### src/pkg/sar_adc_defines.svh
// Register indices, field positions, reset values and cycle counts
`ifndef SAR_ADC_DEFINES_SVH
`define SAR_ADC_DEFINES_SVH

// Register indices; byte address is four times the index
`define CONFIG_IDX        10'h097
`define CONTROL_IDX       10'h0e8
`define RESULT_LOW_IDX    10'h0bd
`define RESULT_HIGH_IDX   10'h0be
`define UPPER_LOW_IDX     10'h0c3
`define UPPER_HIGH_IDX    10'h0c4
`define LOWER_LOW_IDX     10'h0c5
`define LOWER_HIGH_IDX    10'h0c6

// Reset values
`define CONFIG_RESET      8'hf8
`define CONTROL_RESET     8'h00
`define UPPER_RESET       16'hffff
`define LOWER_RESET       16'h0000

// Control register fields
`define EN_BIT            7
`define BURST_BIT         6
`define DONE_BIT          5
`define BUSY_BIT          4
`define WIN_BIT           3
`define SRC_MSB           2
`define SRC_LSB           0

// Configuration register fields
`define DIV_MSB           7
`define DIV_LSB           3
`define EIGHT_BIT         2
`define TRACK_BIT         1
`define GAIN_BIT          0

// Start source codes
`define SRC_SOFTWARE      3'h0
`define SRC_TIMER0        3'h1
`define SRC_TIMER2        3'h2
`define SRC_TIMER3        3'h3

// Counts in SAR clocks
`define TRACK_CLKS        4'h3
`define CONV_CLKS_10      4'hd
`define CONV_CLKS_8       4'hb

`endif

### src/pkg/sar_adc_pkg.sv
// Types for the converter control block
package sar_adc_pkg;

  typedef enum logic [1:0] {
    ST_IDLE    = 2'b00,
    ST_TRACK   = 2'b01,
    ST_CONVERT = 2'b10
  } conv_state_e;

  typedef logic [7:0] reg_byte_t;

endpackage

### src/hdl/sar_adc_control_config.sv
// Converter control and configuration with Wishbone register access
//
// Overview of operation
// RULE1: Enable bit 7: shutdown when 0, active 1; the code stays active with bit 7 at 0 if burst bit 6 is set
// RULE2: Bit 6 enables burst operation
// RULE3: Done flag bit 5 set per conversion/burst
// RULE4: Done flag stays until software clears it
// RULE5: Writing busy bit starts only when source 000
// RULE6: Window flag bit 3 set inside thresholds
// RULE7: Source select: software, timers, external edge
// RULE8: SAR clock is source over divider plus one
// RULE9: Burst uses low-power oscillator as source
// RULE10: Bit 2 selects 8-bit conversions
// RULE11: Normal tracking converts right after start
// RULE12: Delayed tracking waits three SAR clocks
// RULE13: Bit 0 selects gain 0.5 or 1
// RULE14: 8-bit ends two clocks sooner, low zero
// RULE15: Burst starts no closer than four clocks; the code puts no minimum spacing between starts
// RULE16: Busy held from start until done
//
// The implementer's own choice: the Wishbone register port.
`timescale 1ns/10ps
`include "sar_adc_defines.svh"

module sar_adc_control_config (
  // Clock and reset
  input  wire logic        clk_i,
  input  wire logic        rst_i,
  // Wishbone slave
  input  wire logic [11:0] adr_i,
  input  wire logic [31:0] dat_i,
  input  wire logic        we_i,
  input  wire logic [3:0]  sel_i,
  input  wire logic        cyc_i,
  input  wire logic        stb_i,
  output logic      [31:0] dat_o,
  output logic             ack_o,
  // Start sources
  input  wire logic        timer0_overflow_i,
  input  wire logic        timer2_overflow_i,
  input  wire logic        timer3_overflow_i,
  input  wire logic        external_start_pin_i,
  // Low-power oscillator tick
  input  wire logic        lp_osc_tick_i,
  // Analog converter
  input  wire logic [9:0]  conv_data_i,
  output logic             converter_power_o,
  output logic             sar_tick_o,
  output logic             tracking_o,
  output logic             converting_o,
  output logic             eight_bit_o,
  output logic             gain_one_o,
  // Status
  output logic             busy_o,
  output logic             conversion_done_o,
  output logic             window_match_o
);

  // Decode of a register index
  function automatic logic reg_hit(input logic [9:0] adr, input logic [9:0] idx);
    reg_hit = (adr == idx);
  endfunction

  // Control fields
  logic       converter_enable;
  logic       burst_mode_enable;
  logic       conversion_done_flag;
  logic       window_match_flag;
  logic [2:0] start_source_select;

  // Configuration fields
  logic [4:0] sar_clock_divider;
  logic       eight_bit_mode_enable;
  logic       delayed_track_mode;
  logic       input_gain_select;

  // Result and window thresholds
  logic [15:0] result;
  logic [15:0] window_upper;
  logic [15:0] window_lower;

  // Sequencer
  sar_adc_pkg::conv_state_e state;
  sar_adc_pkg::conv_state_e next_state;
  logic [3:0] clk_count;
  logic [3:0] next_clk_count;
  logic       busy;
  logic       ext_pin_prev;
  logic       sar_tick;

  // Bus decode
  wire [9:0] word_adr  = adr_i[11:2];
  wire       bus_req   = cyc_i && stb_i && !ack_o;
  wire       wr_strobe = bus_req && we_i && sel_i[0];
  wire       hit_ctl   = reg_hit(word_adr, `CONTROL_IDX);
  wire       hit_cfg   = reg_hit(word_adr, `CONFIG_IDX);
  wire       hit_rlo   = reg_hit(word_adr, `RESULT_LOW_IDX);
  wire       hit_rhi   = reg_hit(word_adr, `RESULT_HIGH_IDX);
  wire       hit_ulo   = reg_hit(word_adr, `UPPER_LOW_IDX);
  wire       hit_uhi   = reg_hit(word_adr, `UPPER_HIGH_IDX);
  wire       hit_llo   = reg_hit(word_adr, `LOWER_LOW_IDX);
  wire       hit_lhi   = reg_hit(word_adr, `LOWER_HIGH_IDX);
  wire       wr_ctl    = wr_strobe && hit_ctl;
  wire       wr_cfg    = wr_strobe && hit_cfg;
  wire [7:0] wbyte     = dat_i[7:0];

  // Register read views
  wire [7:0] ctl_view = {converter_enable, burst_mode_enable,
                         conversion_done_flag, busy, window_match_flag,
                         start_source_select};
  wire [7:0] cfg_view = {sar_clock_divider, eight_bit_mode_enable,
                         delayed_track_mode, input_gain_select};
  wire [7:0] rd_byte  = hit_ctl ? ctl_view :
                        hit_cfg ? cfg_view :
                        hit_rlo ? result[7:0] :
                        hit_rhi ? result[15:8] :
                        hit_ulo ? window_upper[7:0] :
                        hit_uhi ? window_upper[15:8] :
                        hit_llo ? window_lower[7:0] :
                        hit_lhi ? window_lower[15:8] : 8'h00;

  // Start-of-conversion selection
  wire ext_rise  = external_start_pin_i && !ext_pin_prev;  // see RULE7
  wire sw_start  = wr_ctl && wbyte[`BUSY_BIT] &&
                   (start_source_select == `SRC_SOFTWARE);  // see RULE5
  wire src_start = start_source_select[2] ? ext_rise :
                   (start_source_select == `SRC_TIMER0) ? timer0_overflow_i :
                   (start_source_select == `SRC_TIMER2) ? timer2_overflow_i :
                   (start_source_select == `SRC_TIMER3) ? timer3_overflow_i :
                   sw_start;  // see RULE7
  wire active    = converter_enable || burst_mode_enable;  // see RULE1 RULE2
  wire start_ok  = src_start && active && (state == sar_adc_pkg::ST_IDLE);

  // Divider source clock
  wire src_tick  = burst_mode_enable ? lp_osc_tick_i : 1'b1;  // see RULE9

  // Conversion length
  wire [3:0] conv_clks = eight_bit_mode_enable ? `CONV_CLKS_8
                                               : `CONV_CLKS_10;  // see RULE10 RULE14
  wire track_end = sar_tick && (clk_count == `TRACK_CLKS - 4'h1);
  wire conv_end  = sar_tick && (clk_count == conv_clks - 4'h1);
  wire conv_done = (state == sar_adc_pkg::ST_CONVERT) && conv_end;  // see RULE3

  // Result formatting
  wire [15:0] next_result = eight_bit_mode_enable ?
                            {conv_data_i[9:2], 8'h00} :
                            {6'h00, conv_data_i};  // see RULE14
  wire in_window = (next_result >= window_lower) &&
                   (next_result <= window_upper);  // see RULE6

  // Flag updates, hardware set wins over software clear
  wire next_done_flag = conv_done ? 1'b1 :
                        wr_ctl ? wbyte[`DONE_BIT] : conversion_done_flag;  // see RULE4
  wire next_win_flag  = (conv_done && in_window) ? 1'b1 :
                        wr_ctl ? wbyte[`WIN_BIT] : window_match_flag;  // see RULE6

  // Sequencer next state
  always_comb begin
    next_state     = state;
    next_clk_count = clk_count;
    case (state)
      sar_adc_pkg::ST_IDLE: begin
        next_clk_count = 4'h0;
        if (start_ok) begin
          next_state = delayed_track_mode ? sar_adc_pkg::ST_TRACK
                                          : sar_adc_pkg::ST_CONVERT;  // see RULE11 RULE12
        end
      end
      sar_adc_pkg::ST_TRACK: begin
        if (track_end) begin
          next_state     = sar_adc_pkg::ST_CONVERT;  // see RULE12
          next_clk_count = 4'h0;
        end else if (sar_tick) begin
          next_clk_count = clk_count + 4'h1;
        end
      end
      sar_adc_pkg::ST_CONVERT: begin
        if (conv_end) begin
          next_state     = sar_adc_pkg::ST_IDLE;
          next_clk_count = 4'h0;
        end else if (sar_tick) begin
          next_clk_count = clk_count + 4'h1;
        end
      end
      default: begin
        next_state     = sar_adc_pkg::ST_IDLE;
        next_clk_count = 4'h0;
      end
    endcase
    if (!active) begin
      next_state     = sar_adc_pkg::ST_IDLE;  // see RULE1
      next_clk_count = 4'h0;
    end
  end

  // SAR clock divider
  sar_clock_divider u_divider (
    .clk_i      (clk_i),
    .rst_i      (rst_i),
    .run_i      (next_state != sar_adc_pkg::ST_IDLE),
    .src_tick_i (src_tick),
    .div_i      (sar_clock_divider),
    .tick_o     (sar_tick)
  );

  // Bus answer, one cycle after request
  always_ff @(posedge clk_i) begin
    if (rst_i) begin
      ack_o <= 1'b0;
      dat_o <= 32'h00000000;
    end else begin
      ack_o <= bus_req;
      dat_o <= bus_req ? {24'h000000, rd_byte} : 32'h00000000;
    end
  end

  // Control register
  always_ff @(posedge clk_i) begin
    if (rst_i) begin
      converter_enable     <= 1'b0;
      burst_mode_enable    <= 1'b0;
      conversion_done_flag <= 1'b0;
      window_match_flag    <= 1'b0;
      start_source_select  <= 3'h0;
    end else begin
      if (wr_ctl) begin
        converter_enable    <= wbyte[`EN_BIT];  // see RULE1
        burst_mode_enable   <= wbyte[`BURST_BIT];  // see RULE2
        start_source_select <= wbyte[`SRC_MSB:`SRC_LSB];  // see RULE7
      end
      conversion_done_flag <= next_done_flag;  // see RULE3 RULE4
      window_match_flag    <= next_win_flag;  // see RULE6
    end
  end

  // Configuration register
  always_ff @(posedge clk_i) begin
    if (rst_i) begin
      sar_clock_divider     <= 5'h1f;
      eight_bit_mode_enable <= 1'b0;
      delayed_track_mode    <= 1'b0;
      input_gain_select     <= 1'b0;
    end else if (wr_cfg) begin
      sar_clock_divider     <= wbyte[`DIV_MSB:`DIV_LSB];  // see RULE8
      eight_bit_mode_enable <= wbyte[`EIGHT_BIT];  // see RULE10
      delayed_track_mode    <= wbyte[`TRACK_BIT];  // see RULE11 RULE12
      input_gain_select     <= wbyte[`GAIN_BIT];  // see RULE13
    end
  end

  // Window thresholds
  always_ff @(posedge clk_i) begin
    if (rst_i) begin
      window_upper <= `UPPER_RESET;
      window_lower <= `LOWER_RESET;
    end else if (wr_strobe) begin
      if (hit_ulo) window_upper[7:0]  <= wbyte;
      if (hit_uhi) window_upper[15:8] <= wbyte;
      if (hit_llo) window_lower[7:0]  <= wbyte;
      if (hit_lhi) window_lower[15:8] <= wbyte;
    end
  end

  // Result capture
  always_ff @(posedge clk_i) begin
    if (rst_i) begin
      result <= 16'h0000;
    end else if (conv_done) begin
      result <= next_result;  // see RULE14
    end
  end

  // Sequencer and busy
  always_ff @(posedge clk_i) begin
    if (rst_i) begin
      state        <= sar_adc_pkg::ST_IDLE;
      clk_count    <= 4'h0;
      busy         <= 1'b0;
      ext_pin_prev <= 1'b0;
    end else begin
      state        <= next_state;
      clk_count    <= next_clk_count;
      busy         <= (next_state != sar_adc_pkg::ST_IDLE);  // see RULE16
      ext_pin_prev <= external_start_pin_i;
    end
  end

  // Registered outputs
  always_ff @(posedge clk_i) begin
    if (rst_i) begin
      converter_power_o <= 1'b0;
      sar_tick_o        <= 1'b0;
      tracking_o        <= 1'b0;
      converting_o      <= 1'b0;
      eight_bit_o       <= 1'b0;
      gain_one_o        <= 1'b0;
      busy_o            <= 1'b0;
      conversion_done_o <= 1'b0;
      window_match_o    <= 1'b0;
    end else begin
      converter_power_o <= active;  // see RULE1
      sar_tick_o        <= sar_tick;
      tracking_o        <= (next_state != sar_adc_pkg::ST_CONVERT);  // see RULE12
      converting_o      <= (next_state == sar_adc_pkg::ST_CONVERT);
      eight_bit_o       <= eight_bit_mode_enable;
      gain_one_o        <= input_gain_select;  // see RULE13
      busy_o            <= (next_state != sar_adc_pkg::ST_IDLE);  // see RULE16
      conversion_done_o <= next_done_flag;
      window_match_o    <= next_win_flag;
    end
  end

endmodule

### src/hdl/sar_clock_divider.sv
// SAR conversion clock divider producing one-cycle ticks
`timescale 1ns/10ps
`include "sar_adc_defines.svh"

module sar_clock_divider (
  // Clock and reset
  input  wire logic       clk_i,
  input  wire logic       rst_i,
  // Control
  input  wire logic       run_i,
  input  wire logic       src_tick_i,
  input  wire logic [4:0] div_i,
  // Divided tick
  output logic            tick_o
);

  logic [4:0] count;
  wire        wrap = (count == div_i);

  // Tick every divider plus one source ticks (see RULE8)
  always_ff @(posedge clk_i) begin
    if (rst_i || !run_i) begin
      count  <= 5'h00;
      tick_o <= 1'b0;
    end else if (src_tick_i) begin
      count  <= wrap ? 5'h00 : count + 5'h01;
      tick_o <= wrap;
    end else begin
      tick_o <= 1'b0;
    end
  end

endmodule

### config.mk
export PLATFORM = sky130hd
export DESIGN_NAME = sar_adc_control_config
export DESIGN_NICKNAME = d
export VERILOG_FILES = /design/src/pkg/sar_adc_pkg.sv /design/src/hdl/sar_adc_control_config.sv /design/src/hdl/sar_clock_divider.sv
export VERILOG_INCLUDE_DIRS = /design/src /design/src/pkg
export SDC_FILE = /design/constraint.sdc
export NUM_CORES = 1
export LEC_CHECK = 0
export ABC_AREA = 0
export BUFFER_PORTS_ARGS = -buffer_cell sky130_fd_sc_hd__buf_2
export CAP_MARGIN = 20
export CORE_UTILIZATION = 45
export DETAILED_ROUTE_END_ITERATION = 6
export MAX_ROUTING_LAYER = met4
export PLACE_DENSITY = 0.78
export REMOVE_ABC_BUFFERS = 1
export SLEW_MARGIN = 20
export SYNTH_ARGS = -nofsm -noshare
export SYNTH_HDL_FRONTEND = slang
export SYNTH_SLANG_ARGS = --single-unit
### constraint.sdc
create_clock -name clk_i -period 6.7 [get_ports clk_i]
set_input_delay 1.34 -clock clk_i [delete_from_list [all_inputs] [get_ports clk_i]]
set_output_delay 1.34 -clock clk_i [all_outputs]
set_load 0.05 [all_outputs]
==> results.toml, run 1 <==
[global_routing]
grt_pass1_vias = 4319
initial_antenna_violation_count = 0
globalRoute.totalOverflow = 0
groute.usage.overall_pct = 24.1
grt_pass1_wl_um = 21000
grt_start_max_net_pins = 51

[logic_synthesis]
netlist_instances = 606
ys_warn_count = 0
synth_sequential_area_ratio_pct = 35.8
asyncSetResetFlopFracSynth_pct = 0
syn_avg_cell_area_um2 = 8.50
synth_edf_count = 0
most_frequently_used_flop_master_after_synthesis = "sky130_fd_sc_hd__dfxtp_1"
postSynthRegisterBits = 92
netlist-cell-type-count = 57
post-synth-top-area-cell = "sky130_fd_sc_hd__dfxtp_1"
synth_top_area_share_pct = 35.8
synth_top_cells_by_area = "sky130_fd_sc_hd__dfxtp_1 (36%), sky130_fd_sc_hd__ha_1 (9.5%), sky130_fd_sc_hd__mux2i_1 (9.1%)"
synth_area_um2 = 5150

[floorplanning]
fp.dieW_um = 109
starting_density_of_the_core_pct = 46.9
die_y_um = 109
ios = 110
num_rows = 38
floorplan.core_area_um2 = 11000
floorplan.die_area_um2 = 11900

[timing]
post-route-min-period_ns = 3.28
tightest_slew_ns = 0.967
achievable-frequency_mhz = 305
post-route-period-util_pct = 49.0
setup-tns-final_ns = 0
setup_ws_ns = 3.42
timing.final.hold_violations = 0
report.final.setup_viol = 0
worst_clock_skew_ns = 0.00977
maxSlewHeadroom_pct = 35.0
fin_worst_hold_slack_ns = 0.460
slew_violations = 0
grt_setup_unrepaired = "no"

[setup_path]
critPathArrivalTime_ns = 3.52
setup.worst_path.class = "input pin to register"
critical_path.endpoint_type = "register"
critical_path_required_ns = 6.94
crit_fanout = 10
setup.worst_path.start_class = "input pin"

[route]
initialDrtViolationCount = 271
count_of_vias_placed_by_the_detailed_router = 4521
dr.pass1.iters = 5
post_drt_via_cell_ratio = 5.69
drt-total-wl_um = 13300
wl_per_cell_um = 16.8
final_antenna_net_count = 0
detail_route.drc_violations = 0

[outcome]
outcome = "completed"

[cts]
post_cts_setup_buffers = 0
cts-buffers-inserted = 9
clk_latency_ns = 0.35
cts_root_buffer = "sky130_fd_sc_hd__clkbuf_16"
cts_repair_resize_count = 0
cts.clk_slew.worst_paths_ns = 0.07
tritoncts = "built"
clock_sink_count = 92
post_cts_hold_buffer_count = 0
ctsLongestPathBuffers = 2
htree_levels = 3

[pwr]
seq_power_share_pct = 46.8
p_int_mw = 0.866
ir_drop_uv = 179
total_power_mw = 1.17
p_leak_nw = 2.69
cellPowerDensity_nw_per_um2 = 204
power.net_switching_mw = 0.303
power.combinational.fraction_pct = 8.2
clockPowerShare_pct = 44.9
switching_share_pct = 25.9

[final_layout]
antenna-diode-count = 0
numnets_final = 757
drive_gt1_share_pct = 13.0
final_design_area_no_fill_um2 = 5740
finalNonFillerCells = 795
layout_commonest_cell = "sky130_fd_sc_hd__dfxtp_1"
areaGrowthSynthToFinish_pct = 11.5
postLayoutCoreUtil_pct = 52.3
commonest_cells_after_routing_fill_and_taps_aside = "sky130_fd_sc_hd__dfxtp_1 (92), sky130_fd_sc_hd__nand2_1 (78), sky130_fd_sc_hd__buf_2 (56)"

[place]
place.port_buffers = 56
gpl.final_weighted_congestion = 0.916
detailed_placement_hpwl_um = 10100
placedCellCount = 779
dp_worst_setup_slack_ns = 3.15
dpl_cell_area_um2 = 5430

[worst_hold_path]
holdCritPathClass = "register to register"

[flow_run]
cap_violations = 0
-- cells by family (layout without fill, tap and decap cells) --
kind of cell	after synthesis	count (layout)	share of synthesized area, %
fa+ha+maj	39	39	9.48
xor+xnor	11	11	1.87
compound gates	108	108	14.4
buf+inv	88	114	8.31
flops	92	92	35.8
mux	50	50	9.79
simple gates	217	217	20.3
other cells	1	24	0.0728
-- Yosys cell counts, types with 7 or more instances --
| master | number |
|---|---|
| sky130_fd_sc_hd__nor2_1 | 51 |
| sky130_fd_sc_hd__a211oi_1 | 11 |
| sky130_fd_sc_hd__ha_1 | 39 |
| sky130_fd_sc_hd__nor3_1 | 13 |
| sky130_fd_sc_hd__mux2i_1 | 47 |
| sky130_fd_sc_hd__xor2_1 | 7 |
| sky130_fd_sc_hd__buf_4 | 24 |
| sky130_fd_sc_hd__o211ai_1 | 10 |
| sky130_fd_sc_hd__dfxtp_1 | 92 |
| sky130_fd_sc_hd__nor2b_1 | 16 |
| sky130_fd_sc_hd__o21ai_0 | 17 |
| sky130_fd_sc_hd__a22o_1 | 8 |
| sky130_fd_sc_hd__nand3_1 | 12 |
| sky130_fd_sc_hd__nand4_1 | 7 |
| sky130_fd_sc_hd__nand2b_1 | 7 |
| sky130_fd_sc_hd__clkbuf_1 | 21 |
| sky130_fd_sc_hd__o221ai_1 | 8 |
| sky130_fd_sc_hd__nand2_1 | 78 |
| sky130_fd_sc_hd__a21oi_1 | 33 |
| sky130_fd_sc_hd__and2_1 | 9 |
| sky130_fd_sc_hd__inv_1 | 40 |
-- routing by layer --
| layer | part of all wire, % | GRT usage [%] |
|---|---|---|
| met5 | 0 | - |
| met3 | 6.6 | 4.60 |
| met2 | 46 | 38.7 |
| met4 | 3.8 | 11.4 |
| met1 | 44 | 29.0 |
-- power by group through the flow --
stage               Sequential [mW]  Combinational, mW  Clock (mW)
floorplan                     0.563             0.0548           0
global placement              0.560             0.0929           0
detailed placement            0.560             0.0941           0
CTS                           0.548             0.0950       0.533
global route                  0.548              0.103       0.554
finish                        0.548             0.0961       0.526
-- layout make-up --
cell class              count  area [um2]
clock buffers               9         225
clock inverters             7        81.3
fillers                  1020        5240
inverters                  40         150
multi-input cells         449        2970
flip-flops and latches     92        1840
well taps                 140         175
repair buffers             58         295
-- state kept, by name, summed over array words and instances (netlist names), 2 cells and up --
name                 cells
clk_count                4
dat_o                    8
result                  16
sar_clock_divider        5
start_source_select      3
state                    2
u_divider.count          5
window_lower            16
window_upper            16
-- final timing paths --
kind	from	to	slack, ns	depth (start not counted)
worst min-delay path	result[14]$_SDFFE_PP0P_	result[14]$_SDFFE_PP0P_	0.46	2
worst min register to register	result[14]$_SDFFE_PP0P_	result[14]$_SDFFE_PP0P_	0.46	2
worst max-delay path	adr_i[4]	tracking_o$_SDFF_PP0_	3.42	7
worst max register to register	eight_bit_mode_enable$_SDFFE_PP0P_	window_match_o$_SDFFE_PP0P_	3.83	8
-- critical path, cell delays in order --
cell                       delay [ns]
sky130_fd_sc_hd__buf_2           0.11
sky130_fd_sc_hd__or3b_1          0.43
sky130_fd_sc_hd__nor4_1          0.36
sky130_fd_sc_hd__a31oi_1         0.21
sky130_fd_sc_hd__nand2b_4        0.20
sky130_fd_sc_hd__o2111a_1        0.40
sky130_fd_sc_hd__o41a_1          0.47
Note: power is estimated with default switching activity, not from simulation.
==> inputs of run 2 (changes only) <==
--- a/config.mk
+++ b/config.mk
@@ -6,13 +6,13 @@
 export SDC_FILE = /design/constraint.sdc
 export NUM_CORES = 1
 export LEC_CHECK = 0
-export ABC_AREA = 0
+export ABC_AREA = 1
 export BUFFER_PORTS_ARGS = -buffer_cell sky130_fd_sc_hd__buf_2
 export CAP_MARGIN = 20
 export CORE_UTILIZATION = 45
 export DETAILED_ROUTE_END_ITERATION = 6
 export MAX_ROUTING_LAYER = met4
-export PLACE_DENSITY = 0.78
+export PLACE_DENSITY = 0.81
 export REMOVE_ABC_BUFFERS = 1
 export SLEW_MARGIN = 20
 export SYNTH_ARGS = -nofsm -noshare
==> constraint.sdc (replaced) <==
create_clock -name clk_i -period 2.85 [get_ports clk_i]
set_input_delay 0.57 -clock clk_i [delete_from_list [all_inputs] [get_ports clk_i]]
set_output_delay 0.57 -clock clk_i [all_outputs]
set_load 0.05 [all_outputs]
==> results.toml, run 2 <==
[final_layout]
areaGrowthSynthToFinish_pct = 12.1
reg_top3 = "result x16, window_lower x16, window_upper x16"
antenna-diode-count = 0
final_design_area_no_fill_um2 = 5750
numnets_final = 861
finalNonFillerCells = 898
layout_commonest_cell = "sky130_fd_sc_hd__nand2_1"
commonest_cells_after_routing_fill_and_taps_aside = "sky130_fd_sc_hd__nand2_1 (132), sky130_fd_sc_hd__inv_1 (99), sky130_fd_sc_hd__dfxtp_1 (92)"
drive_gt1_share_pct = 13.9
postLayoutCoreUtil_pct = 52.4

[cts]
ctsLongestPathBuffers = 2
clk_latency_ns = 0.35
tritoncts = "built"
cts_repair_resize_count = 0
cts.clk_slew.worst_paths_ns = 0.06
post_cts_hold_buffer_count = 0
clock_sink_count = 92
cts_root_buffer = "sky130_fd_sc_hd__clkbuf_16"
htree_levels = 3
post_cts_setup_buffers = 0
cts-buffers-inserted = 9

[route]
dr.pass1.iters = 5
wl_per_cell_um = 14.1
initialDrtViolationCount = 377
post_drt_via_cell_ratio = 5.22
drt-total-wl_um = 12600
count_of_vias_placed_by_the_detailed_router = 4692
detail_route.drc_violations = 0
final_antenna_net_count = 0

[logic_synthesis]
yosys.area_share.xor_xnor_pct = 1.54
dominant_combinational_cell_family_by_area_after_synthesis = "simple AND/OR/NAND/NOR gates"
synth.mux.area_fraction_pct = 0
synth_sequential_area_ratio_pct = 35.9
most_frequently_used_flop_master_after_synthesis = "sky130_fd_sc_hd__dfxtp_1"
postSynthRegisterBits = 92
most_used_standard_cell_by_instance_count_after_synthesis = "sky130_fd_sc_hd__nand2_1"
ys_warn_count = 0
post_synth_and_or_nand_nor_area_fraction_pct = 21.9
synth-adder-area-share_pct = 9.51
synth_top_area_share_pct = 35.9
netlist_instances = 698
post-synth-top-area-cell = "sky130_fd_sc_hd__dfxtp_1"
synth_compound_area_share_pct = 18.3
asyncSetResetFlopFracSynth_pct = 0
synth_edf_count = 0
netlist-cell-type-count = 39
syn_avg_cell_area_um2 = 7.35
synth_area_um2 = 5130
synth_top_cells_by_count = "sky130_fd_sc_hd__nand2_1 (132), sky130_fd_sc_hd__inv_1 (99), sky130_fd_sc_hd__dfxtp_1 (92), sky130_fd_sc_hd__a21oi_1 (80)"
synth_top_cells_by_area = "sky130_fd_sc_hd__dfxtp_1 (36%), sky130_fd_sc_hd__nand2_1 (9.7%), sky130_fd_sc_hd__ha_1 (9.5%)"

[floorplanning]
ios = 110
starting_density_of_the_core_pct = 46.7
floorplan.core_area_um2 = 11000
fp.dieW_um = 109
floorplan.die_area_um2 = 11800
die_y_um = 109
num_rows = 38

[timing]
timing.final.hold_violations = 0
report.final.setup_viol = 0
setup_ws_ns = 0.711
maxSlewHeadroom_pct = 53.0
setup-tns-final_ns = 0
post-route-period-util_pct = 75.0
grt_setup_unrepaired = "no"
fin_worst_hold_slack_ns = 0.436
slew_violations = 0
worst_clock_skew_ns = 0.00688
achievable-frequency_mhz = 468
post-route-min-period_ns = 2.14
tightest_slew_ns = 0.702

[place]
place.port_buffers = 56
gpl.final_weighted_congestion = 0.918
placedCellCount = 883
dp_worst_setup_slack_ns = 0.658
dpl_cell_area_um2 = 5480
detailed_placement_hpwl_um = 9670

[global_routing]
groute.usage.overall_pct = 23.7
grt_start_max_net_pins = 43
grt_pass1_wl_um = 20900
globalRoute.totalOverflow = 0
grt_pass1_vias = 4395
initial_antenna_violation_count = 0

[setup_path]
critical_path.reg2reg.startpoint = "eight_bit_mode_enable$_SDFFE_PP0P_"
worst-r2r-setup-slack_ns = 0.71
critical_path_required_ns = 3.13
critical_path.endpoint_type = "register"
critPathArrivalTime_ns = 2.42
setup.worst_path.start_class = "register"
crit_fanout = 10
rr_endpoint = "window_match_o$_SDFFE_PP0P_"
setup.worst_path.class = "register to register"
worst-r2r-cell-count = 9

[outcome]
outcome = "completed"

[worst_hold_path]
min_to = "ext_pin_prev$_SDFF_PP0_"
holdPathStages = 3
holdCritPathClass = "input pin to register"
worst_hold_startpoint = "external_start_pin_i"

[pwr]
ir_drop_uv = 387
p_leak_nw = 2.89
total_power_mw = 2.63
cellPowerDensity_nw_per_um2 = 457

[flow_run]
cap_violations = 0
run 2: kinds of logic (layout without fill, tap and decap cells):
kind of cell	after synthesis	after routing
AO/OA/AOI/OAI	165	165
XOR/XNOR	9	9
adder cells (fa/ha/maj)	39	39
buffers and inverters	147	184
flip-flops	92	92
other	1	24
AND/OR/NAND/NOR	245	245
run 2: worst max-delay path by stage:
stage,from,endpoint,slack [ns],cells past startpoint
floorplan,eight_bit_mode_enable$_SDFFE_PP0P_,result[1]$_SDFFE_PP0P_,0.86,8
global placement,adr_i[11],window_lower[4]$_SDFFE_PP0P_,0.69,7
detailed placement,adr_i[11],window_lower[7]$_SDFFE_PP0P_,0.66,7
CTS,eight_bit_mode_enable$_SDFFE_PP0P_,window_match_o$_SDFFE_PP0P_,0.75,9
global route,eight_bit_mode_enable$_SDFFE_PP0P_,window_match_o$_SDFFE_PP0P_,0.52,13
finish,eight_bit_mode_enable$_SDFFE_PP0P_,window_match_o$_SDFFE_PP0P_,0.71,9
run 2: final cells by class:
type,count,area [um2]
fillers,1030,5230
clock buffers,13,260
clock inverters,2,10.0
flip-flops and latches,92,1840
repair buffers,63,345
multi-input cells,482,2720
inverters,106,398
well taps,140,175
run 2: worst max-delay path, cell delays in order, from the launching register on:
cell	delay (ns)
sky130_fd_sc_hd__dfxtp_1	0.46
sky130_fd_sc_hd__inv_2	0.17
sky130_fd_sc_hd__o21ai_0	0.45
sky130_fd_sc_hd__ha_1	0.19
sky130_fd_sc_hd__nand2_1	0.06
sky130_fd_sc_hd__nor3_1	0.28
sky130_fd_sc_hd__nand3_1	0.11
sky130_fd_sc_hd__nand3_1	0.10
sky130_fd_sc_hd__nand3_1	0.11
sky130_fd_sc_hd__a21oi_1	0.15
run 2: power breakdown:
| part | internal, mW | switching, mW |
|---|---|---|
| Sequential | 1.29 | 0.000592 |
| Clock | 0.632 | 0.486 |
| Combinational | 0.0514 | 0.170 |
run 2: metal layers:
| layer | track usage (%) | wire length, um |
|---|---|---|
| met5 | - | 0 |
| met4 | 8.20 | 235 |
| met3 | 4.72 | 891 |
| met2 | 37.5 | 5730 |
| met1 | 30.1 | 5770 |
